File: src/design/khs_cfg.svh
`ifndef KHS_CFG_SVH
`define KHS_CFG_SVH

// Command codes
`define KHS_CMD_RESET 8'h01
`define KHS_CMD_BUSMON 8'h05
`define KHS_CMD_SYSSTAT 8'h0D
`define KHS_CMD_STOP 8'h0E
`define KHS_CMD_EXITSTOP 8'h0F
`define KHS_CMD_SETBUSY 8'h21
`define KHS_CMD_QUITBUSY 8'h22
`define KHS_CMD_SETADDR 8'hF1
`define KHS_CMD_SETREP 8'hF2
`define KHS_CMD_CFG 8'h18
`define KHS_MASK_CFG 8'hF8
`define KHS_CMD_REGWR 8'h28
`define KHS_CMD_REGRD 8'h38
`define KHS_MASK_REG 8'hFC
`define KHS_CMD_POLL 8'hE0
`define KHS_MASK_POLL 8'hF0

// Indication codes
`define KHS_IND_RESET 8'h03
`define KHS_IND_STOP 8'h2B
`define KHS_IND_SYS 8'h4B
`define KHS_IND_FEND 8'hCB
`define KHS_CON_TAIL 7'h0B
`define KHS_FST_TAIL 5'h13
`define KHS_CFG_TAIL 2'h1

// Field positions
`define KHS_REP_BSY 6:4
`define KHS_REP_NAK 2:0
`define KHS_CFG_P 2
`define KHS_CFG_C 1
`define KHS_CFG_M 0
`define KHS_ST_OK 7:3
`define KHS_ST_TW 2
`define KHS_LIM_RST 3'h3

// Timing
`define KHS_ACK_TO_BT 8'h1E
`define KHS_BUSY_IDLE_BT 8'h96
`define KHS_NACK_IDLE_BT 8'h32
`define KHS_SILENCE_MS 2.6
`define KHS_CLK_MHZ 25.0

`define KHS_CRC_POLY 16'h1021
`define KHS_CRC_INIT 16'hFFFF

// Register port
`define KHS_REG_STATUS 3'h0
`define KHS_REG_LIMITS 3'h1
`define KHS_REG_PHYS_HI 3'h2
`define KHS_REG_PHYS_LO 3'h3

// Outgoing byte sources, lowest index wins
`define KHS_SRC_BUS 0
`define KHS_SRC_DUP 1
`define KHS_SRC_CRCH 2
`define KHS_SRC_CRCL 3
`define KHS_SRC_FEND 4
`define KHS_SRC_FST 5
`define KHS_SRC_CON 6
`define KHS_SRC_CFG 7
`define KHS_SRC_SYS1 8
`define KHS_SRC_SYS2 9
`define KHS_SRC_STOP 10
`define KHS_SRC_RST 11
`define KHS_SRC_RD 12
`define KHS_NSRC 13

`endif

File: src/design/khs_pkg.sv
`default_nettype none
package khs_pkg;
  typedef enum logic [1:0] {OP_PWRUP, OP_SYNC, OP_STOP, OP_NORMAL} khs_op_e;
  typedef enum {PS_CMD, PS_AHI, PS_ALO, PS_FILL, PS_REP, PS_WDAT,
                PS_PAHI, PS_PALO, PS_PST} khs_ps_e;
  typedef enum {R_IDLE, R_WACK, R_WIDLE} khs_rt_e;
  typedef enum logic [1:0] {ACK_POS, ACK_BUSY, ACK_NACK, ACK_BAD} khs_ack_e;
  typedef struct packed {logic vld; logic [7:0] dat;} khs_byte_s;
  typedef struct packed {logic re; logic ce; logic te;} khs_ferr_s;
  typedef struct packed {
    logic v20; logic converter_two_ok; logic bus_voltage_ok; logic tank_cap_ok; logic crystal_ok; logic tw;
  } khs_supply_s;
  typedef struct packed {
    logic busy; logic aa; logic ap; logic crc; logic mark;
  } khs_feat_s;
endpackage
`default_nettype wire

File: src/design/khs_host_ctrl.sv
// Notes on behaviour
// - Leave-busy restores positive acks.
// - Bus monitor forwards all bus bytes; only reset exits.
// - Auto-ack acks own or group frames; errored ones get nack unless busy is set, which gives busy.
// - Address request stores address, enables auto-ack, reports once.
// - Address and auto-ack apply only on idle bus.
// - Auto-ack stays until reset; filler byte ignored.
// - Busy and nack retry limits, 3 after reset, settable.
// - Busy ack: retry after 150 idle bits, then negative.
// - Nack, bad or 30-bit timeout: retry after 50 idle bits.
// - Status returns supply, bus, tank, crystal, thermal flags.
// - Status mode: 00 power-up, 01 sync, 10 stop, 11 normal.
// - Warning pin low if any bit 7..3 zero or bit 2 one.
// - Stop request enters stop, then confirms.
// - Exit-stop goes to sync; indication on reaching normal.
// - Features off after reset; report when they take effect.
// - Feature bits only set; all zero reports configuration.
// - Auto-poll fills own slot from last polling information.
// - CRC feature appends CRC-16-CCITT to forwarded frames.
// - Frame end is 2.6 ms silence, or marker plus state.
// - Register write: address then data; read returns next byte.
// - Feature report: bit 7 zero, busy..marker in 6..2, low 01.
// - Confirmation MSB set positive, clear negative.
//
// Chosen here: the placing of the registers and the plain strobed port.
`include "khs_cfg.svh"
`default_nettype none
module khs_host_ctrl #(
  parameter int SILENCE_CYC = int'($ceil(`KHS_SILENCE_MS * `KHS_CLK_MHZ * 1000.0))
) (
  input wire logic i_mclk, // Clock 25 MHz
  input wire logic i_rst, // Sync reset, high
  input wire logic i_ce, // Clock enable
  input wire khs_pkg::khs_byte_s i_rx, // Byte from host
  output khs_pkg::khs_byte_s o_tx, // Byte to host
  input wire logic i_tx_ready, // Host link takes o_tx
  input wire khs_pkg::khs_byte_s i_bus, // Byte from bus
  input wire logic i_bus_is_ack, // Bus byte is an ack frame
  input wire logic i_frame_end, // Received frame ended
  input wire khs_pkg::khs_ferr_s i_ferr, // Frame errors at end
  input wire logic i_dst_valid, // Destination known
  input wire logic [15:0] i_dst_addr, // Destination address
  input wire logic i_dst_group, // Destination is group
  input wire logic i_bus_idle, // Bus is idle
  input wire logic i_bit_tick, // One bus bit time
  input wire logic i_sync_done, // Sync phase complete
  input wire logic i_new_frame, // New host frame to send
  input wire logic i_txf_done, // Own frame sent
  input wire logic i_ack_valid, // Ack seen for own frame
  input wire khs_pkg::khs_ack_e i_ack_kind, // Kind of that ack
  output logic o_retx_req, // Repeat own frame
  output logic o_ack_req, // Send ack on bus
  output khs_pkg::khs_ack_e o_ack_code, // Ack to send
  input wire khs_pkg::khs_supply_s i_supply, // Supply monitor pins
  output logic o_power_fail_warning_pin_n, // Low on power fail
  output khs_pkg::khs_feat_s o_feat, // Active features
  output logic [15:0] o_phys_addr, // Stored own address
  output khs_pkg::khs_op_e o_op_state, // Operating state
  output logic o_busmon, // Bus monitor state
  output logic [3:0] o_poll_slot, // Poll slot number
  output logic [15:0] o_poll_addr, // Poll address
  output logic [7:0] o_poll_state, // Poll state byte
  output logic o_ireg_wr, // Internal register write
  output logic o_ireg_rd, // Internal register read
  output logic [1:0] o_ireg_addr, // Internal register address
  output logic [7:0] o_ireg_wdata, // Internal register data
  input wire logic [7:0] i_ireg_rdata, // Internal register value
  input wire logic [2:0] i_reg_addr, // Register port address
  input wire logic [7:0] i_reg_wdata, // Register port data
  input wire logic i_reg_wr, // Register write strobe
  input wire logic i_reg_rd, // Register read strobe
  output logic [7:0] o_reg_rdata // Read data, next cycle
);
  import khs_pkg::*;

  khs_ps_e ps_r;
  khs_op_e op_r, op_nxt;
  khs_rt_e rt_r;
  khs_feat_s feat_r;
  khs_supply_s sup_m_r, sup_s_r;
  logic [15:0] phys_r, addr_new_r;
  logic addr_pend_r, cfg_pend_r, busmon_r;
  logic [2:0] cfg_req_r, lim_b_r, lim_n_r, try_b_r, try_n_r;
  logic [7:0] bus_byte_r, fst_r, rd_r;
  logic [15:0] crc_r, crc_out_r;
  logic [`KHS_NSRC-1:0] pend_r, pend_set, gnt;
  logic [7:0] src [`KHS_NSRC];
  logic [7:0] sel_byte;
  logic [7:0] bt_r, need_r;
  logic con_pos_r, rd_wait_r, addressed_r, sil_arm_r;
  logic [31:0] sil_r;

  function automatic logic [15:0] crc_step(input logic [15:0] c, input logic [7:0] d);
    logic [15:0] r;
    r = c ^ {d, 8'h00};
    for (int k = 0; k < 8; k++) begin
      r = r[15] ? ((r << 1) ^ `KHS_CRC_POLY) : (r << 1);
    end
    return r;
  endfunction

  // Command decode
  wire rx_cmd = i_rx.vld && ps_r == PS_CMD;
  wire c_reset = rx_cmd && i_rx.dat == `KHS_CMD_RESET;
  wire c_busmon = rx_cmd && i_rx.dat == `KHS_CMD_BUSMON;
  wire c_sys = rx_cmd && i_rx.dat == `KHS_CMD_SYSSTAT;
  wire c_stop = rx_cmd && i_rx.dat == `KHS_CMD_STOP;
  wire c_exit = rx_cmd && i_rx.dat == `KHS_CMD_EXITSTOP;
  wire c_setbusy = rx_cmd && i_rx.dat == `KHS_CMD_SETBUSY;
  wire c_quitbusy = rx_cmd && i_rx.dat == `KHS_CMD_QUITBUSY;
  wire c_addr = rx_cmd && i_rx.dat == `KHS_CMD_SETADDR;
  wire c_rep = rx_cmd && i_rx.dat == `KHS_CMD_SETREP;
  wire c_cfg = rx_cmd && (i_rx.dat & `KHS_MASK_CFG) == `KHS_CMD_CFG;
  wire c_regwr = rx_cmd && (i_rx.dat & `KHS_MASK_REG) == `KHS_CMD_REGWR;
  wire c_regrd = rx_cmd && (i_rx.dat & `KHS_MASK_REG) == `KHS_CMD_REGRD;
  wire c_poll = rx_cmd && (i_rx.dat & `KHS_MASK_POLL) == `KHS_CMD_POLL;
  wire addr_done = i_rx.vld && ps_r == PS_FILL;
  wire rep_done = i_rx.vld && ps_r == PS_REP;
  wire addr_apply = addr_pend_r && i_bus_idle;
  wire cfg_apply = cfg_pend_r && (i_bus_idle || op_r != OP_NORMAL);
  wire reg_lim_wr = i_reg_wr && i_reg_addr == `KHS_REG_LIMITS;

  // Status byte and supply health
  wire supply_ok = sup_s_r.v20 & sup_s_r.converter_two_ok & sup_s_r.bus_voltage_ok & sup_s_r.tank_cap_ok & sup_s_r.crystal_ok;
  wire [7:0] stat = {sup_s_r, op_r};
  wire pfw_n = &stat[`KHS_ST_OK] & ~stat[`KHS_ST_TW];

  // Bus byte forwarding
  wire bus_fwd = i_bus.vld && (busmon_r || !i_bus_is_ack);
  wire dst_hit = i_dst_group || i_dst_addr == phys_r;

  // Retry handling
  wire ack_to = rt_r == R_WACK && i_bit_tick && bt_r == `KHS_ACK_TO_BT - 8'h01;
  wire ack_in = rt_r == R_WACK && (i_ack_valid || ack_to);
  wire ack_busy = i_ack_valid && i_ack_kind == ACK_BUSY;
  wire ack_pos = i_ack_valid && i_ack_kind == ACK_POS;
  wire busy_more = try_b_r < lim_b_r;
  wire nack_more = try_n_r < lim_n_r;
  wire retry_b = ack_in && !ack_pos && ack_busy && busy_more;
  wire retry_n = ack_in && !ack_pos && !ack_busy && nack_more;
  wire con_fire = ack_in && !retry_b && !retry_n;
  wire retx_fire = rt_r == R_WIDLE && i_bus_idle && bt_r >= need_r;

  // Outgoing byte selection
  wire tx_free = !o_tx.vld || i_tx_ready;
  wire frame_busy = pend_r[`KHS_SRC_BUS] | pend_r[`KHS_SRC_DUP] | pend_r[`KHS_SRC_CRCH]
                  | pend_r[`KHS_SRC_CRCL] | pend_r[`KHS_SRC_FEND] | pend_r[`KHS_SRC_FST];
  wire sil_load = sil_arm_r && !frame_busy && !o_tx.vld;
  wire tx_go = tx_free && sil_r == 32'h0000_0000 && !sil_load;

  assign src[`KHS_SRC_BUS] = bus_byte_r;
  assign src[`KHS_SRC_DUP] = `KHS_IND_FEND;
  assign src[`KHS_SRC_CRCH] = crc_out_r[15:8];
  assign src[`KHS_SRC_CRCL] = crc_out_r[7:0];
  assign src[`KHS_SRC_FEND] = `KHS_IND_FEND;
  assign src[`KHS_SRC_FST] = fst_r;
  assign src[`KHS_SRC_CON] = {con_pos_r, `KHS_CON_TAIL};
  assign src[`KHS_SRC_CFG] = {1'b0, feat_r, `KHS_CFG_TAIL};
  assign src[`KHS_SRC_SYS1] = `KHS_IND_SYS;
  assign src[`KHS_SRC_SYS2] = stat;
  assign src[`KHS_SRC_STOP] = `KHS_IND_STOP;
  assign src[`KHS_SRC_RST] = `KHS_IND_RESET;
  assign src[`KHS_SRC_RD] = rd_r;

  assign pend_set[`KHS_SRC_BUS] = bus_fwd;
  assign pend_set[`KHS_SRC_DUP] = bus_fwd && feat_r.mark && i_bus.dat == `KHS_IND_FEND;
  assign pend_set[`KHS_SRC_CRCH] = i_frame_end && feat_r.crc && !busmon_r;
  assign pend_set[`KHS_SRC_CRCL] = i_frame_end && feat_r.crc && !busmon_r;
  assign pend_set[`KHS_SRC_FEND] = i_frame_end && feat_r.mark && !busmon_r;
  assign pend_set[`KHS_SRC_FST] = i_frame_end && feat_r.mark && !busmon_r;
  assign pend_set[`KHS_SRC_CON] = con_fire;
  assign pend_set[`KHS_SRC_CFG] = (addr_apply && !feat_r.aa) || cfg_apply;
  assign pend_set[`KHS_SRC_SYS1] = c_sys;
  assign pend_set[`KHS_SRC_SYS2] = c_sys;
  assign pend_set[`KHS_SRC_STOP] = op_nxt == OP_STOP && op_r != OP_STOP;
  assign pend_set[`KHS_SRC_RST] = op_nxt == OP_NORMAL && op_r != OP_NORMAL;
  assign pend_set[`KHS_SRC_RD] = rd_wait_r;

  always_comb begin
    gnt = '0;
    sel_byte = 8'h00;
    for (int i = `KHS_NSRC - 1; i >= 0; i--) begin
      if (tx_go && pend_r[i]) begin
        gnt = '0;
        gnt[i] = 1'b1;
        sel_byte = src[i];
      end
    end
  end

  // Operating state
  always_comb begin
    op_nxt = op_r;
    case (op_r)
      OP_PWRUP: if (supply_ok) op_nxt = OP_SYNC;
      OP_SYNC: if (i_sync_done) op_nxt = OP_NORMAL;
      OP_STOP: if (c_exit) op_nxt = OP_SYNC;
      OP_NORMAL: if (!sup_s_r.bus_voltage_ok) op_nxt = OP_PWRUP;
      default: op_nxt = OP_PWRUP;
    endcase
    if (c_stop) op_nxt = OP_STOP;
    if (c_reset) op_nxt = OP_PWRUP;
  end

  always_ff @(posedge i_mclk) begin
    if (i_rst) begin
      op_r <= OP_PWRUP;
      sup_m_r <= '0;
      sup_s_r <= '0;
      o_power_fail_warning_pin_n <= 1'b0;
    end else if (i_ce) begin
      op_r <= op_nxt;
      sup_m_r <= i_supply;
      sup_s_r <= sup_m_r;
      o_power_fail_warning_pin_n <= pfw_n;
    end
  end

  // Host command parser
  always_ff @(posedge i_mclk) begin
    if (i_rst) begin
      ps_r <= PS_CMD;
      addr_new_r <= 16'h0000;
      o_poll_slot <= 4'h0;
      o_poll_addr <= 16'h0000;
      o_poll_state <= 8'h00;
      o_ireg_wr <= 1'b0;
      o_ireg_rd <= 1'b0;
      o_ireg_addr <= 2'h0;
      o_ireg_wdata <= 8'h00;
      rd_wait_r <= 1'b0;
      rd_r <= 8'h00;
    end else if (i_ce) begin
      o_ireg_wr <= 1'b0;
      o_ireg_rd <= c_regrd;
      rd_wait_r <= o_ireg_rd;
      if (rd_wait_r) rd_r <= i_ireg_rdata;
      if (c_regrd || c_regwr) o_ireg_addr <= i_rx.dat[1:0];
      if (i_rx.vld) begin
        case (ps_r)
          PS_CMD: begin
            if (c_addr) ps_r <= PS_AHI;
            if (c_rep) ps_r <= PS_REP;
            if (c_regwr) ps_r <= PS_WDAT;
            if (c_poll) begin
              ps_r <= PS_PAHI;
              o_poll_slot <= i_rx.dat[3:0];
            end
          end
          PS_AHI: begin
            addr_new_r[15:8] <= i_rx.dat;
            ps_r <= PS_ALO;
          end
          PS_ALO: begin
            addr_new_r[7:0] <= i_rx.dat;
            ps_r <= PS_FILL;
          end
          PS_WDAT: begin
            o_ireg_wdata <= i_rx.dat;
            o_ireg_wr <= 1'b1;
            ps_r <= PS_CMD;
          end
          PS_PAHI: begin
            o_poll_addr[15:8] <= i_rx.dat;
            ps_r <= PS_PALO;
          end
          PS_PALO: begin
            o_poll_addr[7:0] <= i_rx.dat;
            ps_r <= PS_PST;
          end
          PS_PST: begin
            o_poll_state <= i_rx.dat;
            ps_r <= PS_CMD;
          end
          default: ps_r <= PS_CMD; // Filler, limits
        endcase
      end
    end
  end

  // Features and limits
  always_ff @(posedge i_mclk) begin
    if (i_rst || (i_ce && c_reset)) begin
      feat_r <= '0;
      busmon_r <= 1'b0;
      phys_r <= 16'h0000;
      addr_pend_r <= 1'b0;
      cfg_pend_r <= 1'b0;
      cfg_req_r <= 3'h0;
      lim_b_r <= `KHS_LIM_RST;
      lim_n_r <= `KHS_LIM_RST;
    end else if (i_ce) begin
      if (c_setbusy && feat_r.aa) feat_r.busy <= 1'b1;
      if (c_quitbusy) feat_r.busy <= 1'b0;
      if (c_busmon) busmon_r <= 1'b1;
      if (addr_apply) begin
        phys_r <= addr_new_r;
        feat_r.aa <= 1'b1;
        addr_pend_r <= 1'b0;
      end
      if (addr_done) addr_pend_r <= 1'b1;
      if (cfg_apply) begin
        feat_r.ap <= feat_r.ap | cfg_req_r[`KHS_CFG_P];
        feat_r.crc <= feat_r.crc | cfg_req_r[`KHS_CFG_C];
        feat_r.mark <= feat_r.mark | cfg_req_r[`KHS_CFG_M];
        cfg_pend_r <= 1'b0;
      end
      if (c_cfg) begin
        cfg_req_r <= i_rx.dat[2:0];
        cfg_pend_r <= 1'b1;
      end
      if (rep_done) begin
        lim_b_r <= i_rx.dat[`KHS_REP_BSY];
        lim_n_r <= i_rx.dat[`KHS_REP_NAK];
      end else if (reg_lim_wr) begin
        lim_b_r <= i_reg_wdata[`KHS_REP_BSY];
        lim_n_r <= i_reg_wdata[`KHS_REP_NAK];
      end
    end
  end

  // Received frames
  always_ff @(posedge i_mclk) begin
    if (i_rst) begin
      bus_byte_r <= 8'h00;
      crc_r <= `KHS_CRC_INIT;
      crc_out_r <= 16'h0000;
      fst_r <= 8'h00;
      addressed_r <= 1'b0;
      o_ack_req <= 1'b0;
      o_ack_code <= ACK_POS;
    end else if (i_ce) begin
      o_ack_req <= 1'b0;
      if (bus_fwd) begin
        bus_byte_r <= i_bus.dat;
        crc_r <= crc_step(crc_r, i_bus.dat);
      end
      if (i_dst_valid) addressed_r <= dst_hit;
      if (i_frame_end) begin
        crc_out_r <= crc_r;
        crc_r <= `KHS_CRC_INIT;
        fst_r <= {i_ferr, `KHS_FST_TAIL};
        addressed_r <= 1'b0;
        if (feat_r.aa && addressed_r && !busmon_r) begin
          o_ack_req <= 1'b1;
          if (feat_r.busy) o_ack_code <= ACK_BUSY;
          else if (|i_ferr) o_ack_code <= ACK_NACK;
          else o_ack_code <= ACK_POS;
        end
      end
    end
  end

  // Own frame retransmission
  always_ff @(posedge i_mclk) begin
    if (i_rst) begin
      rt_r <= R_IDLE;
      bt_r <= 8'h00;
      need_r <= 8'h00;
      try_b_r <= 3'h0;
      try_n_r <= 3'h0;
      con_pos_r <= 1'b0;
      o_retx_req <= 1'b0;
    end else if (i_ce) begin
      o_retx_req <= 1'b0;
      if (i_new_frame) begin
        try_b_r <= 3'h0;
        try_n_r <= 3'h0;
      end
      case (rt_r)
        R_IDLE: if (i_txf_done) begin
          rt_r <= R_WACK;
          bt_r <= 8'h00;
        end
        R_WACK: begin
          if (i_bit_tick) bt_r <= bt_r + 8'h01;
          if (ack_in) begin
            bt_r <= 8'h00;
            rt_r <= (retry_b || retry_n) ? R_WIDLE : R_IDLE;
            con_pos_r <= ack_pos;
          end
          if (retry_b) begin
            try_b_r <= try_b_r + 3'h1;
            need_r <= `KHS_BUSY_IDLE_BT;
          end
          if (retry_n) begin
            try_n_r <= try_n_r + 3'h1;
            need_r <= `KHS_NACK_IDLE_BT;
          end
        end
        R_WIDLE: begin
          if (!i_bus_idle) bt_r <= 8'h00;
          else if (i_bit_tick && bt_r < need_r) bt_r <= bt_r + 8'h01;
          if (retx_fire) begin
            o_retx_req <= 1'b1;
            rt_r <= R_IDLE;
          end
        end
        default: rt_r <= R_IDLE;
      endcase
    end
  end

  // Byte stream to host
  always_ff @(posedge i_mclk) begin
    if (i_rst) begin
      pend_r <= '0;
      o_tx <= '0;
      sil_arm_r <= 1'b0;
      sil_r <= 32'h0000_0000;
    end else if (i_ce) begin
      pend_r <= (pend_r & ~gnt) | pend_set;
      if (|gnt) o_tx <= {1'b1, sel_byte};
      else if (i_tx_ready) o_tx.vld <= 1'b0;
      if (sil_load) begin
        sil_r <= 32'(SILENCE_CYC);
        sil_arm_r <= 1'b0;
      end else if (sil_r != 32'h0000_0000) begin
        sil_r <= sil_r - 32'h0000_0001;
      end
      if (i_frame_end && !feat_r.mark && !busmon_r) sil_arm_r <= 1'b1;
      if (c_reset) pend_r <= '0;
    end
  end

  // Register port
  always_ff @(posedge i_mclk) begin
    if (i_rst) begin
      o_reg_rdata <= 8'h00;
      o_feat <= '0;
      o_phys_addr <= 16'h0000;
      o_op_state <= OP_PWRUP;
      o_busmon <= 1'b0;
    end else if (i_ce) begin
      o_feat <= feat_r;
      o_phys_addr <= phys_r;
      o_op_state <= op_r;
      o_busmon <= busmon_r;
      o_reg_rdata <= 8'h00;
      if (i_reg_rd) begin
        case (i_reg_addr)
          `KHS_REG_STATUS: o_reg_rdata <= {1'b0, feat_r, op_r};
          `KHS_REG_LIMITS: o_reg_rdata <= {1'b0, lim_b_r, 1'b0, lim_n_r};
          `KHS_REG_PHYS_HI: o_reg_rdata <= phys_r[15:8];
          `KHS_REG_PHYS_LO: o_reg_rdata <= phys_r[7:0];
          default: o_reg_rdata <= 8'h00;
        endcase
      end
    end
  end
endmodule
`default_nettype wire

File: config.mk
export PLATFORM = sky130hd
export DESIGN_NAME = khs_host_ctrl
export DESIGN_NICKNAME = d
export VERILOG_FILES = /design/src/design/khs_pkg.sv /design/src/design/khs_host_ctrl.sv
export VERILOG_INCLUDE_DIRS = /design/src /design/src/design
export SDC_FILE = /design/constraint.sdc
export NUM_CORES = 1
export LEC_CHECK = 0
export CAP_MARGIN = 10
export CORE_ASPECT_RATIO = 1.1
export CORE_MARGIN = 3
export CORE_UTILIZATION = 60
export CTS_BUF_LIST = sky130_fd_sc_hd__clkbuf_8
export CTS_CLUSTER_SIZE = 14
export DETAILED_ROUTE_END_ITERATION = 10
export DONT_BUFFER_PORTS = 1
export PLACE_DENSITY_LB_ADDON = 0.3
export SYNTH_ARGS = -nofsm -noshare
export SYNTH_HDL_FRONTEND = slang
export SYNTH_SLANG_ARGS = --single-unit
File: constraint.sdc
create_clock -name i_mclk -period 2 [get_ports i_mclk]
set_input_delay 0.5 -clock i_mclk [delete_from_list [all_inputs] [get_ports i_mclk]]
set_output_delay 0.5 -clock i_mclk [all_outputs]
set_load 0.1 [all_outputs]
=== After elaboration in Yosys (flattened, before gate mapping) ===
Index checks and enable logic that the tools add are counted.

* Flip-flop bits (word level): 338

* Eq/ne operators: 45
* Order comparisons: 4
* $add $sub $neg: 4
* Bitwise operators: 26
* Mux-type cells: 96
* Reductions and logical operators: 140

{| class="wikitable"
|+ Operator list
! kind !! count
|-
| $mux 32 || 9
|-
| $mux 13 || 22
|-
| $mux 8 || 21
|-
| $eq 32x3->1 const B || 5
|-
| $pmux 32 s5 || 1
|-
| $logic_not 32->1 || 4
|-
| $eq 32x2->1 const B || 3
|-
| $pmux 32 s3 || 1
|-
| $logic_and 1x1->1 || 67
|-
| $eq 32x1->1 const B || 2
|-
| $eq 32x4->1 const B || 2
|-
| $reduce_and 2->1 || 18
|-
| $mux 16 || 2
|-
| $pmux 8 s4 || 1
|-
| $reduce_bool 32->1 || 1
|-
| $sub 32x1->32 const B || 1
|-
| $mux 3 || 10
|-
| $reduce_and 3->1 || 10
|-
| $eq 8x4->1 const B || 3
|-
| $eq 8x8->1 const B || 3
|-
| $not 3->3 || 8
|-
| $pmux 8 s3 || 1
|-
| $reduce_bool 2->1 || 10
|-
| $mux 1 || 18
|-
| other kinds (38) || 92
|}

=== Longest topological paths before layout ===
Gate-level depths: netlist of run 1.

* Word-level depth: 28
* Depth in mapped cells: 9
* Depth with buffers taken out: 8

=== Worst setup path before layout of run 1 ===
OpenSTA, ideal clock, no wires.

* Kind: register -> register
* From: register o_tx[8] (netlist bit)
* To: register sil_r[15]
* Stages on the path, launching flop included: 8
* Path slack: -273 ps
* Period minus slack after synthesis: 2273 ps
* Required time: 1867 ps
* Arrival: 2140 ps
* Setup time: 133 ps
* Cell sequence: dfxtp_1 > nand2b_1 > o311ai_4 > nor4_4 > buf_6 > nor3_1 > xnor2_1 > a21oi_1

* Longest elaborated chain between the ends: 4
* Elaborated cells on any way between the ends: 5

{| class="wikitable"
|+ Ends and longest elaborated chain
! element !! line !! text
|-
| start: declaration || khs_host_ctrl.sv:35 || <nowiki>output khs_pkg::khs_byte_s o_tx,</nowiki>
|-
| start signal: assignment || khs_host_ctrl.sv:413 || <nowiki>if (|gnt) o_tx <= {1'b1, sel_byte};</nowiki>
|-
| $logic_not 1->1 (*) || khs_host_ctrl.sv:148 || <nowiki>wire sil_load = sil_arm_r && !frame_busy && !o_tx.vld;</nowiki>
|-
| $logic_and 1x1->1 (*) || khs_host_ctrl.sv:148 ||
|-
| $reduce_bool 2->1 (no line) || - ||
|-
| $reduce_and 2->1 (no line) || - ||
|-
| end signal: assignment || khs_host_ctrl.sv:416 || <nowiki>sil_r <= 32'(SILENCE_CYC);</nowiki>
|-
| end signal: assignment || khs_host_ctrl.sv:419 || <nowiki>sil_r <= sil_r - 32'h0000_0001;</nowiki>
|-
| end: declaration || khs_host_ctrl.sv:91 || <nowiki>logic [31:0] sil_r;</nowiki>
|}

Every way passes the cells marked *; elsewhere a longest branch is shown, timed or not.
A chain may end at the register's enable or synchronous reset.

=== Final worst setup path of run 1 ===
* From: register sil_r[14]
* To: register sil_r[15]

* Longest elaborated chain between the ends: 3
* Elaborated cells on any way between the ends: 6

{| class="wikitable"
|+ Ends and longest elaborated chain
! element !! line
|-
| $sub 32x1->32 / $reduce_bool 32->1 (equally long branches) || khs_host_ctrl.sv:419, khs_host_ctrl.sv:418
|-
| $mux 32 / $reduce_bool 2->1 (equally long branches) || -
|-
| $mux 32 / $reduce_and 2->1 (equally long branches) || -
|}

Several ways; a longest one is shown, not always the timed one. The select of a mux whose other input is x is not followed.

==> key figures, run 1 <==
Timing
  • Worst relative slew slack: 20.6%
  • Setup Viol. Count Final: 3
  • RSZ-0062 raised after global routing: yes
  • Fin crit period: 2.04 ns
  • Final hold vios: 0
  • Slack of the critical path: -0.0406 ns
  • Max Slew Vio Count: 0
  • Period Utilization, post-route: 102%
  • Fin Clk Skew: 0.0201 ns
  • Fin Setup TNS: -0.0762 ns
  • Worst Tran Pin Value: 1.19 ns
  • Max Clock Freq: 490 MHz

Critical path
  • Reg2reg setup slack: -0.04 ns
  • Setup CP Type: reg2reg
  • Arrival time worst endpoint: 2.47 ns
  • Startpoint Class: flip-flop
  • Setup crit end kind: flip-flop
  • Crit-path max FO: 22
  • Required time worst endpoint: 2.43 ns

Yosys
  • EDFF count, synth: 0
  • Synthesis-stage register bit count: 273
  • Xor/xnor share of the synthesized area: 5.23%
  • Sequential share of the synthesized area: 43.5%
  • Synthesized Nets: 1578
  • Most frequent cell after synthesis: dfxtp_1
  • Post-synthesis mux area share: 8.61%
  • Largest cells by area after synthesis: dfxtp_1 43%, mux2i_1 7.1%, nor2_1 6.1%, nand2_1 5.4%, a21oi_1 4.4%
  • Synth area leader: dfxtp_1
  • Yosys top cell area share: 43.5%
  • Post-Syn Area per Cell: 8.50 µm²
  • Synth Area in Compound Gates: 12.7%
  • Main flop type after synthesis: dfxtp_1
  • Commonest cells in the netlist: 273 x dfxtp_1, 203 x nor2_1, 180 x nand2_1, 110 x a21oi_1, 89 x mux2i_1
  • Asr flop ratio synth: 0%
  • Warnings from Yosys: 0
  • Library cells used by synthesis: 71
  • Post-Synth Simple-Gate Area: 24.0%
  • Syn Inst Count: 1479
  • Mapped Area: 12600 µm²
  • Adder-cell area share of the yosys netlist: 1.89%
  • Largest family of logic cells by synthesized area: simple AND/OR/NAND/NOR gates

Detailed routing
  • Initial drt markers: 838
  • DR vias/cell: 6.05
  • Via count: 11600
  • Drt pass-1 iters: 5
  • DRC viols: 0
  • Routed Antenna Nets: 0
  • Wire per inst: 18.5 µm
  • Final Routed Wirelength: 35.4 mm

Die
  • Die extent in y: 158 µm
  • DIE AREA: 22700 µm²
  • Core ar.: 20200 µm²
  • Starting Density: 62.2%
  • Io pins: 166
  • FP Rows: 54
  • Die W: 144 µm

Power and ir drop
  • Power Density: 997 nW/µm²
  • Leak: 6.34 nW
  • Total power draw: 15.2 mW
  • Peak supply drop: 0.672 mV

Clocking
  • Root Buffer: clkbuf_8
  • Num CTS Buffers: 46
  • Cts hold-fix bufs: 0
  • CTS tree: yes
  • H-tree depth: 2
  • CTS Sinks: 273
  • Clk_lat worst skew: 0.56 ns
  • Clock Pin Slew Worst Setup and Hold Paths: 0.06 ns
  • Clock buffer depth: 3

Global routing
  • Vias in the first global route: 11200
  • All-Layer GR Usage: 29.9%
  • First-pass GRT wire length: 55.5 mm
  • Largest net degree at the start of global routing: 213
  • Grt total ovfl: 0
  • Initial antenna violation count: 0

Final layout
  • N_diodes: 0
  • Final net count: 1730
  • Filler cells: 1407
  • Area of the multi-input gates: 6920 µm²
  • Register area: 5480 µm²
  • Layout cells sized above 1: 21.1%
  • Syn-to-layout area delta: 21.3%

Run status
  • Failing checks: negative setup slack
  • Status: finished, violations left

Placement
  • Port Buffers: 0
  • Dpl hpwl: 23.9 mm
  • Placer congestion estimate: 0.905

Job
  • Max-cap viol count: 0

Min path
  • Hold WC Path Type: in2reg
==> power by group <==
group | leakage [nW] | switching, mW | internal (mW)
clock network | 0.499 | 2.19 | 2.55
registers | 2.22 | 0.352 | 5.78
logic | 3.63 | 2.18 | 2.15
==> per-layer routing <==
| metal | share of wire (%) | track usage (%) |
|---|---|---|
| met1 | 39 | 35.6 |
| met2 | 50 | 52.5 |
| met3 | 7.7 | 5.77 |
| met4 | 3.5 | 12.4 |
| met5 | 0 | 0 |
==> final timing paths <==
kind                               from                         end  cells past startpoint
min reg2reg  crc_out_r[13]$_SDFFE_PP0P_  crc_out_r[13]$_SDFFE_PP0P_                      2
max              sil_r[14]$_SDFFE_PP0P_      sil_r[15]$_SDFFE_PP0P_                      8
max reg2reg      sil_r[14]$_SDFFE_PP0P_      sil_r[15]$_SDFFE_PP0P_                      8
min                               i_rst     o_retx_req$_SDFFE_PP0P_                      1
==> layout make-up <==
class                   instances  area share (%)
well taps                     252            2.07
inverters                      33           0.812
clock inverters                20           0.607
clock buffers                  57            5.14
repair buffers                199            10.1
flip-flops and latches        273            35.9
multi-input cells            1078            45.4
==> placed cells by master, fill, tap and decap left out, types with 5 or more instances in the layout <==
cell	instances
ha_1	16
a31oi_1	16
dfxtp_1	262
xor2_1	18
nor4_1	8
a22oi_1	12
nand4b_1	9
nor4_2	7
mux2i_1	89
o21ai_0	34
or3_1	9
nand3_1	39
dfxtp_2	10
nand2b_1	23
a211oi_1	13
nand4_1	24
a21oi_1	109
and3_1	12
xnor2_1	57
buf_4	193
inv_1	42
o211ai_1	18
nor3b_1	5
nand2_1	179
nand3b_1	12
clkbuf_8	57
mux4_2	6
mux2_2	5
nor3_1	38
o22ai_1	10
or3_4	5
nor2_1	202
nor2b_1	6
==> kinds of logic after synthesis <==
group                    count (synthesis)
multiplexers                           100
AND/OR/NAND/NOR                        627
flip-flops                             273
XOR/XNOR                                75
adder cells (fa/ha/maj)                 19
AO/OA/AOI/OAI                          257
buffers and inverters                  128
==> worst max-delay path, stage by stage (launching register included) <==
cell and delay [ns]:
dfxtp_2 0.33, nor4_2 0.29, buf_4 0.17, nand4b_1 0.18
nor4_4 0.39, buf_12 0.21, nor3_1 0.08, xnor2_1 0.18
a21oi_1 0.09
==> timing repair <==
item,CTS,global route
resized for setup,14,65
endpoints found under the setup margin,25,66
setup buffers,0,6
pin swaps,1,14
endpoints found under the hold margin,0,0
==> flip-flops by register name (all words and copies together) (netlist names), 8 cells and up <==
register      count
sil_r            32
bt_r              8
bus_byte_r        8
o_phys_addr      16
o_reg_rdata       8
o_tx              9
o_ireg_wdata      8
crc_r            16
o_poll_addr      16
pend_r           13
crc_out_r        16
o_poll_state      8
addr_new_r       16
rd_r              8
phys_r           16
==> per-stage QoR <==
step	utilization, %	hold slack (ns)	std cells	worst slack [ns]	area, µm²
after floorplan	-	0.431	1479	-0.0206	12600
after global placement	69.1	0.435	1829	-0.0197	14000
after detailed placement	69.1	0.439	1829	-0.0780	14000
after CTS	73.8	0.00848	1906	0.0123	14900
after global routing	75.5	0.0112	1912	-0.136	15200
final	75.5	0.0271	1912	-0.0406	15200
No activity file was read; power rests on OpenSTA's default activity.
==> inputs of run 2 (changes only) <==
--- a/config.mk
+++ b/config.mk
@@ -8,7 +8,6 @@
 export LEC_CHECK = 0
 export CAP_MARGIN = 10
 export CORE_ASPECT_RATIO = 1.1
-export CORE_MARGIN = 3
 export CORE_UTILIZATION = 60
 export CTS_BUF_LIST = sky130_fd_sc_hd__clkbuf_8
 export CTS_CLUSTER_SIZE = 14
==> run 2 against run 1 <==
  * The run now ends clean
  * Die area shrank 5.2%
  * First-iteration DRC count grew 12%
  * Sequential power is essentially flat
  * Highest routed layer unchanged
  * Critical path depth shrank 1
  * Sequential share of layout area is essentially flat
  * Maximum frequency grew 2.5%
==> key figures, run 2 (synthesis gave the netlist of run 1 again) <==
Run status
  • Status: completed (was finished, violations left)

Timing
  • Setup Viol. Count Final: 0 (was 3)
  • Max Clock Freq: 503 MHz (was 490 MHz)
  • Fin Clk Skew: 0.0354 ns (was 0.0201 ns)
  • Slack of the critical path: 0.0101 ns (was -0.0406 ns)
  • RSZ-0062 raised after global routing: yes (unchanged)
  • Worst relative slew slack: 23.3% (was 20.6%)
  • Fin Setup TNS: 0 ns (was -0.0762 ns)
  • Max Slew Vio Count: 0 (unchanged)
  • Worst Tran Pin Value: 1.15 ns (was 1.19 ns)
  • Worst hold slack: 0.0258 ns (was 0.0271 ns)
  • Fin crit period: 1.99 ns (was 2.04 ns)
  • Final hold vios: 0 (unchanged)
  • Period Utilization, post-route: 99.5% (was 102%)

Placement
  • DP Worst Slack: -0.107 ns (was -0.0780 ns)
  • Placed Instances: 1821 (was 1829)
  • Placer congestion estimate: 0.899 (was 0.905)
  • Dpl hpwl: 23.2 mm (was 23.9 mm)
  • Placed inst area: 13900 µm² (was 14000 µm²)
  • Port Buffers: 0 (unchanged)

Die
  • Io pins: 166 (unchanged)
  • DIE AREA: 21500 µm² (was 22700 µm²)
  • Core ar.: 20600 µm² (was 20200 µm²)
  • FP Rows: 55 (was 54)
  • Starting Density: 61.1% (was 62.2%)
  • Die extent in y: 154 µm (was 158 µm)
  • Die W: 140 µm (was 144 µm)

Job
  • Max-cap viol count: 0 (unchanged)

Final layout
  • Layout cells sized above 1: 20.4% (was 21.1%)
  • Syn-to-layout area delta: 21.3% (about the same)
  • Largest register FFs: 32 (unchanged)
  • Filler cells: 1469 (was 1407)
  • Non-Filler Cell Area, Final: 15200 µm² (about the same)
  • Core Util, Final: 74.1% (was 75.5%)
  • Commonest cells after routing, fill and taps aside: 264 x dfxtp_1, 203 x nor2_1, 180 x buf_4 (was 262 x dfxtp_1, 202 x nor2_1, 193 x buf_4)
  • Largest reg by FF count: sil_r (unchanged)
  • N_diodes: 0 (unchanged)
  • Final Non-Filler Cells: 1904 (was 1912)
  • Final net count: 1717 (was 1730)
  • Commonest non-fill, non-tap cell in the layout: dfxtp_1 (unchanged)

Clocking
  • Num CTS Buffers: 44 (was 46)
  • Clk_lat worst skew: 0.57 ns (was 0.56 ns)
  • Clock Pin Slew Worst Setup and Hold Paths: 0.06 ns (about the same)
  • Clock buffer depth: 3 (unchanged)
  • CTS tree: yes (unchanged)
  • Cts hold-fix bufs: 0 (unchanged)
  • CTS Sinks: 273 (unchanged)
  • Root Buffer: clkbuf_8 (unchanged)
  • H-tree depth: 2 (unchanged)

Detailed routing
  • Final Routed Wirelength: 35.0 mm (was 35.4 mm)
  • Drt pass-1 iters: 5 (unchanged)
  • Via count: 11600 (about the same)
  • DR vias/cell: 6.07 (was 6.05)
  • Initial drt markers: 937 (was 838)
  • Routed Antenna Nets: 0 (unchanged)
  • DRC viols: 0 (unchanged)
  • Wire per inst: 18.4 µm (was 18.5 µm)

Critical path
  • Required time worst endpoint: 2.42 ns (was 2.43 ns)
  • Setup crit end kind: flip-flop (unchanged)
  • Arrival time worst endpoint: 2.41 ns (was 2.47 ns)
  • Startpoint Class: flip-flop (unchanged)
  • Setup CP Type: reg2reg (unchanged)
  • Crit-path max FO: 22 (unchanged)

Power and ir drop
  • Total power draw: 15.7 mW (was 15.2 mW)
  • Sw Share: 31.1% (about the same)
  • Clock power share: 32.2% (was 31.2%)
  • Power Density: 1030 nW/µm² (was 997 nW/µm²)
  • Seq pwr share: 39.1% (was 40.3%)
  • Peak supply drop: 0.764 mV (was 0.672 mV)
  • Switch Pwr: 4.90 mW (was 4.72 mW)
  • Comb power frac: 28.7% (was 28.4%)
  • Cell internal pwr: 10.8 mW (was 10.5 mW)
  • Leak: 6.31 nW (was 6.34 nW)

Global routing
  • Initial antenna violation count: 0 (unchanged)
  • First-pass GRT wire length: 54.8 mm (was 55.5 mm)
  • Largest net degree at the start of global routing: 213 (unchanged)
  • Vias in the first global route: 11200 (about the same)
  • Grt total ovfl: 0 (unchanged)
  • All-Layer GR Usage: 31.4% (was 29.9%)

Min path
  • Hold WC Path Type: in2reg (unchanged)
run 2: timing repair:
action                                  in CTS  in global routing
gates cloned                                 0                  1
endpoints found under the setup margin      46                 60
gates resized for setup                     16                 62
buffers inserted                             1                  5
pin swaps                                    3                 22
run 2: worst max-delay path, stage by stage, from the launching register on:
cell and delay [ns]:
dfxtp_1 0.34, or3_4 0.43, o311ai_4 0.32, nor4_4 0.08, buf_12 0.16, nor4b_4 0.27, xnor2_1 0.15, a21oi_1 0.09
run 2: final timing paths:
kind                                   start                         end  slack [ns]  cells past startpoint
hold / removal                         i_rst  bus_byte_r[3]$_SDFFE_PP0P_        0.03                      1
setup / recovery      pend_r[3]$_SDFFE_PP0P_      sil_r[14]$_SDFFE_PP0P_        0.01                      7
setup reg to reg      pend_r[3]$_SDFFE_PP0P_      sil_r[14]$_SDFFE_PP0P_        0.01                      7
hold reg to reg   bus_byte_r[5]$_SDFFE_PP0P_  bus_byte_r[5]$_SDFFE_PP0P_        0.45                      2
run 2: area by class of cell:
class,count,area (µm²),share of cell area (%)
clock buffer,58,798,5.24
clock inverter,18,141,0.927
inverter,33,124,0.812
multi-input combinational,1078,6930,45.5
sequential,273,5480,35.9
tap,256,320,2.10
timing repair buffer,188,1450,9.53
run 2: routing by layer:
metal / GRT usage (%) / wire length (µm) / share of wire, %
met4: 15.3 / 1640 / 4.7
met2: 55.4 / 17100 / 49
met5: 0 / 0 / 0
met3: 6.51 / 2690 / 7.7
met1: 36.0 / 13600 / 39
run 2: power groups by stage:
stage	Clock [mW]	Combinational (mW)	Sequential [mW]
final	5.07	4.52	6.15
after global routing	5.34	4.89	6.19
after CTS	5.11	3.78	6.07
after detailed placement	0	3.55	6.17
after global placement	0	3.43	6.15
after floorplan	0	2.55	6.17
==> inputs of run 3 (changes only) <==
--- a/config.mk
+++ b/config.mk
@@ -13,7 +13,7 @@
 export CTS_CLUSTER_SIZE = 14
 export DETAILED_ROUTE_END_ITERATION = 10
 export DONT_BUFFER_PORTS = 1
-export PLACE_DENSITY_LB_ADDON = 0.3
+export PLACE_DENSITY = 0.89
 export SYNTH_ARGS = -nofsm -noshare
 export SYNTH_HDL_FRONTEND = slang
 export SYNTH_SLANG_ARGS = --single-unit
==> run 3 against run 2 <==
  * The run now ends with negative setup slack left
  * First-iteration DRC count up 39%
  * Setup slack worse by 0.27 ns
  * Clock skew up 0.0030 ns
  * Sequential power up 0.7%
  * Critical path depth up 1
  * Via count up 5.9%
  * Hold slack worse by 0.024 ns
  * Total power up 6.4%
  * Largest cell class unchanged
  * Highest routed layer unchanged
==> key figures, run 3 (synthesis gave the netlist of run 1 again) <==
Final layout
  • N_diodes: 0 (unchanged)
  • Final net count: 1735 (was 1717)
  • Largest reg by FF count: sil_r (unchanged)
  • Commonest non-fill, non-tap cell in the layout: dfxtp_1 (unchanged)
  • Syn-to-layout area delta: 23.4% (was 21.3%)
  • Largest register FFs: 32 (unchanged)
  • Commonest cells after routing, fill and taps aside: 264 x dfxtp_1, 201 x nor2_1, 195 x buf_4 (was 264 x dfxtp_1, 203 x nor2_1, 180 x buf_4)
  • Layout cells sized above 1: 22.1% (was 20.4%)

Timing
  • Worst relative slew slack: 54.9% (was 23.3%)
  • Worst Tran Pin Value: 0.677 ns (was 1.15 ns)
  • Slack of the critical path: -0.263 ns (was 0.0101 ns)
  • Setup Viol. Count Final: 34 (was 0)
  • Max Slew Vio Count: 0 (unchanged)
  • Fin Clk Skew: 0.0384 ns (was 0.0354 ns)
  • Period Utilization, post-route: 113% (was 99.5%)
  • Max Clock Freq: 442 MHz (was 503 MHz)
  • RSZ-0062 raised after global routing: yes (unchanged)
  • Worst hold slack: 0.00227 ns (was 0.0258 ns)
  • Fin crit period: 2.26 ns (was 1.99 ns)
  • Final hold vios: 0 (unchanged)

Critical path
  • Setup crit end kind: flip-flop (unchanged)
  • Arrival time worst endpoint: 2.71 ns (was 2.41 ns)
  • Setup CP Type: reg2reg (unchanged)
  • Required time worst endpoint: 2.44 ns (was 2.42 ns)
  • Startpoint Class: flip-flop (unchanged)
  • Crit-path max FO: 7 (was 22)

Detailed routing
  • Initial drt markers: 1305 (was 937)
  • Final Routed Wirelength: 39.3 mm (was 35.0 mm)
  • Via count: 12200 (was 11600)
  • DR vias/cell: 6.35 (was 6.07)
  • DRC viols: 0 (unchanged)
  • Drt pass-1 iters: 7 (was 5)
  • Routed Antenna Nets: 0 (unchanged)
  • Wire per inst: 20.4 µm (was 18.4 µm)

Power and ir drop
  • Power Density: 1080 nW/µm² (was 1030 nW/µm²)
  • Peak supply drop: 0.705 mV (was 0.764 mV)
  • Cell internal pwr: 11.2 mW (was 10.8 mW)
  • Comb power frac: 33.7% (was 28.7%)
  • Clock power share: 29.3% (was 32.2%)
  • Sw Share: 33.0% (was 31.1%)
  • Seq pwr share: 36.9% (was 39.1%)
  • Leak: 6.47 nW (was 6.31 nW)
  • Switch Pwr: 5.52 mW (was 4.90 mW)
  • Total power draw: 16.7 mW (was 15.7 mW)

Clocking
  • Clock buffer depth: 3 (unchanged)
  • Clk_lat worst skew: 0.58 ns (was 0.57 ns)
  • H-tree depth: 2 (unchanged)
  • Clock Pin Slew Worst Setup and Hold Paths: 0.06 ns (about the same)
  • Num CTS Buffers: 44 (unchanged)
  • Root Buffer: clkbuf_8 (unchanged)
  • CTS tree: yes (unchanged)
  • CTS Sinks: 273 (unchanged)

Global routing
  • Gr busiest metal: met2 (unchanged)
  • All-Layer GR Usage: 32.5% (was 31.4%)
  • First-pass GRT wire length: 56.9 mm (was 54.8 mm)
  • Met2 Use GR: 57.1% (was 55.4%)
  • Met1 GRT Util: 35.4% (was 36.0%)
  • Largest net degree at the start of global routing: 213 (unchanged)
  • Grt total ovfl: 0 (unchanged)
  • M3 GR Usage: 7.79% (was 6.51%)
  • Vias in the first global route: 11800 (was 11200)
  • Initial antenna violation count: 0 (unchanged)

Die
  • Die W: 140 µm (unchanged)
  • Io pins: 166 (unchanged)
  • Starting Density: 61.1% (unchanged)
  • FP Rows: 55 (unchanged)
  • Die extent in y: 154 µm (unchanged)
  • DIE AREA: 21500 µm² (unchanged)
  • Core ar.: 20600 µm² (unchanged)

Min path
  • Hold WC Path Type: in2reg (unchanged)

Placement
  • Placer congestion estimate: 0.935 (was 0.899)
  • Dpl hpwl: 23.7 mm (was 23.2 mm)
  • Port Buffers: 0 (unchanged)

Job
  • Max-cap viol count: 0 (unchanged)

Run status
  • Status: finished, violations left (was completed)
  • Failing checks: negative setup slack
==> run 3: cell count changes in the layout (fill, tap and decap cells not counted), sizes merged <==
cell | before | now
inv | 45 | 50
bufinv | 2 | 1
clkinv | 2 | 5
dlygate4sd3 | 0 | 1
clkinvlp | 2 | 0
buf | 188 | 205
clkbuf | 58 | 57
==> run 3: routing by layer <==
layer,vias up,routed length (µm),share of wire [%]
met5,-,0,0
met4,0,2640,6.7
met3,252,3860,9.8
met2,798,19300,49
met1,5699,13500,34
li1,5489,-,-
==> run 3: final cells by class <==
| cell class | count | area [µm²] |
|---|---|---|
| clock buffers | 57 | 785 |
| inverters | 33 | 126 |
| fillers | 1289 | 5060 |
| flip-flops and latches | 273 | 5480 |
| repair buffers | 206 | 1610 |
| multi-input cells | 1078 | 7060 |
| clock inverters | 23 | 124 |
| well taps | 256 | 320 |
==> run 3: final timing paths <==
kind,from,to,slack [ns],cells past startpoint
max reg2reg,pend_r[4]$_SDFFE_PP0P_,sil_r[14]$_SDFFE_PP0P_,-0.26,8
max,pend_r[4]$_SDFFE_PP0P_,sil_r[14]$_SDFFE_PP0P_,-0.26,8
min reg2reg,bus_byte_r[3]$_SDFFE_PP0P_,bus_byte_r[3]$_SDFFE_PP0P_,0.45,2
min,i_rst,o_tx[7]$_SDFFE_PP0P_,0.002,1
==> run 3: critical path: stages (launching register included) <==
cell and delay, ns:
dfxtp_4 0.35, or3_4 0.42, o311ai_4 0.48, nor4_4 0.07, buf_4 0.18, buf_8 0.14, nor4b_4 0.26, xnor2_1 0.15
a21oi_1 0.08
==> run 3: through the flow <==
stage / area [µm²] / util (%) / setup TNS [ns] / setup slack (ns) / instances
floorplan: 12600 / - / -0.379 / -0.0206 / 1479
global placement: 13900 / 67.5 / -0.0451 / -0.0198 / 1821
detailed placement: 13900 / 67.5 / -0.655 / -0.0797 / 1821
CTS: 14900 / 72.5 / -0.0457 / -0.0212 / 1905
global route: 15500 / 75.4 / -7.43 / -0.298 / 1926
finish: 15500 / 75.4 / -5.28 / -0.263 / 1926
==> run 3: repair_timing <==
item                                   CTS  global route
pin swaps                                3            34
buffers inserted                         3            18
endpoints found under the hold margin    0             1
hold buffers                             0             1
setup endpoints to repair               34            91
cloned                                   1             2
gates resized for setup                 22            90
==> run 3: power groups by stage <==
stage          clock [mW]  combinational (mW)  sequential [mW]
6_report             4.91                5.65             6.19
5_1_grt              5.16                5.90             6.20
4_1_cts              4.91                3.84             6.07
3_5_place_dp            0                3.55             6.17
3_3_place_gp            0                3.42             6.15
2_1_floorplan           0                2.55             6.17
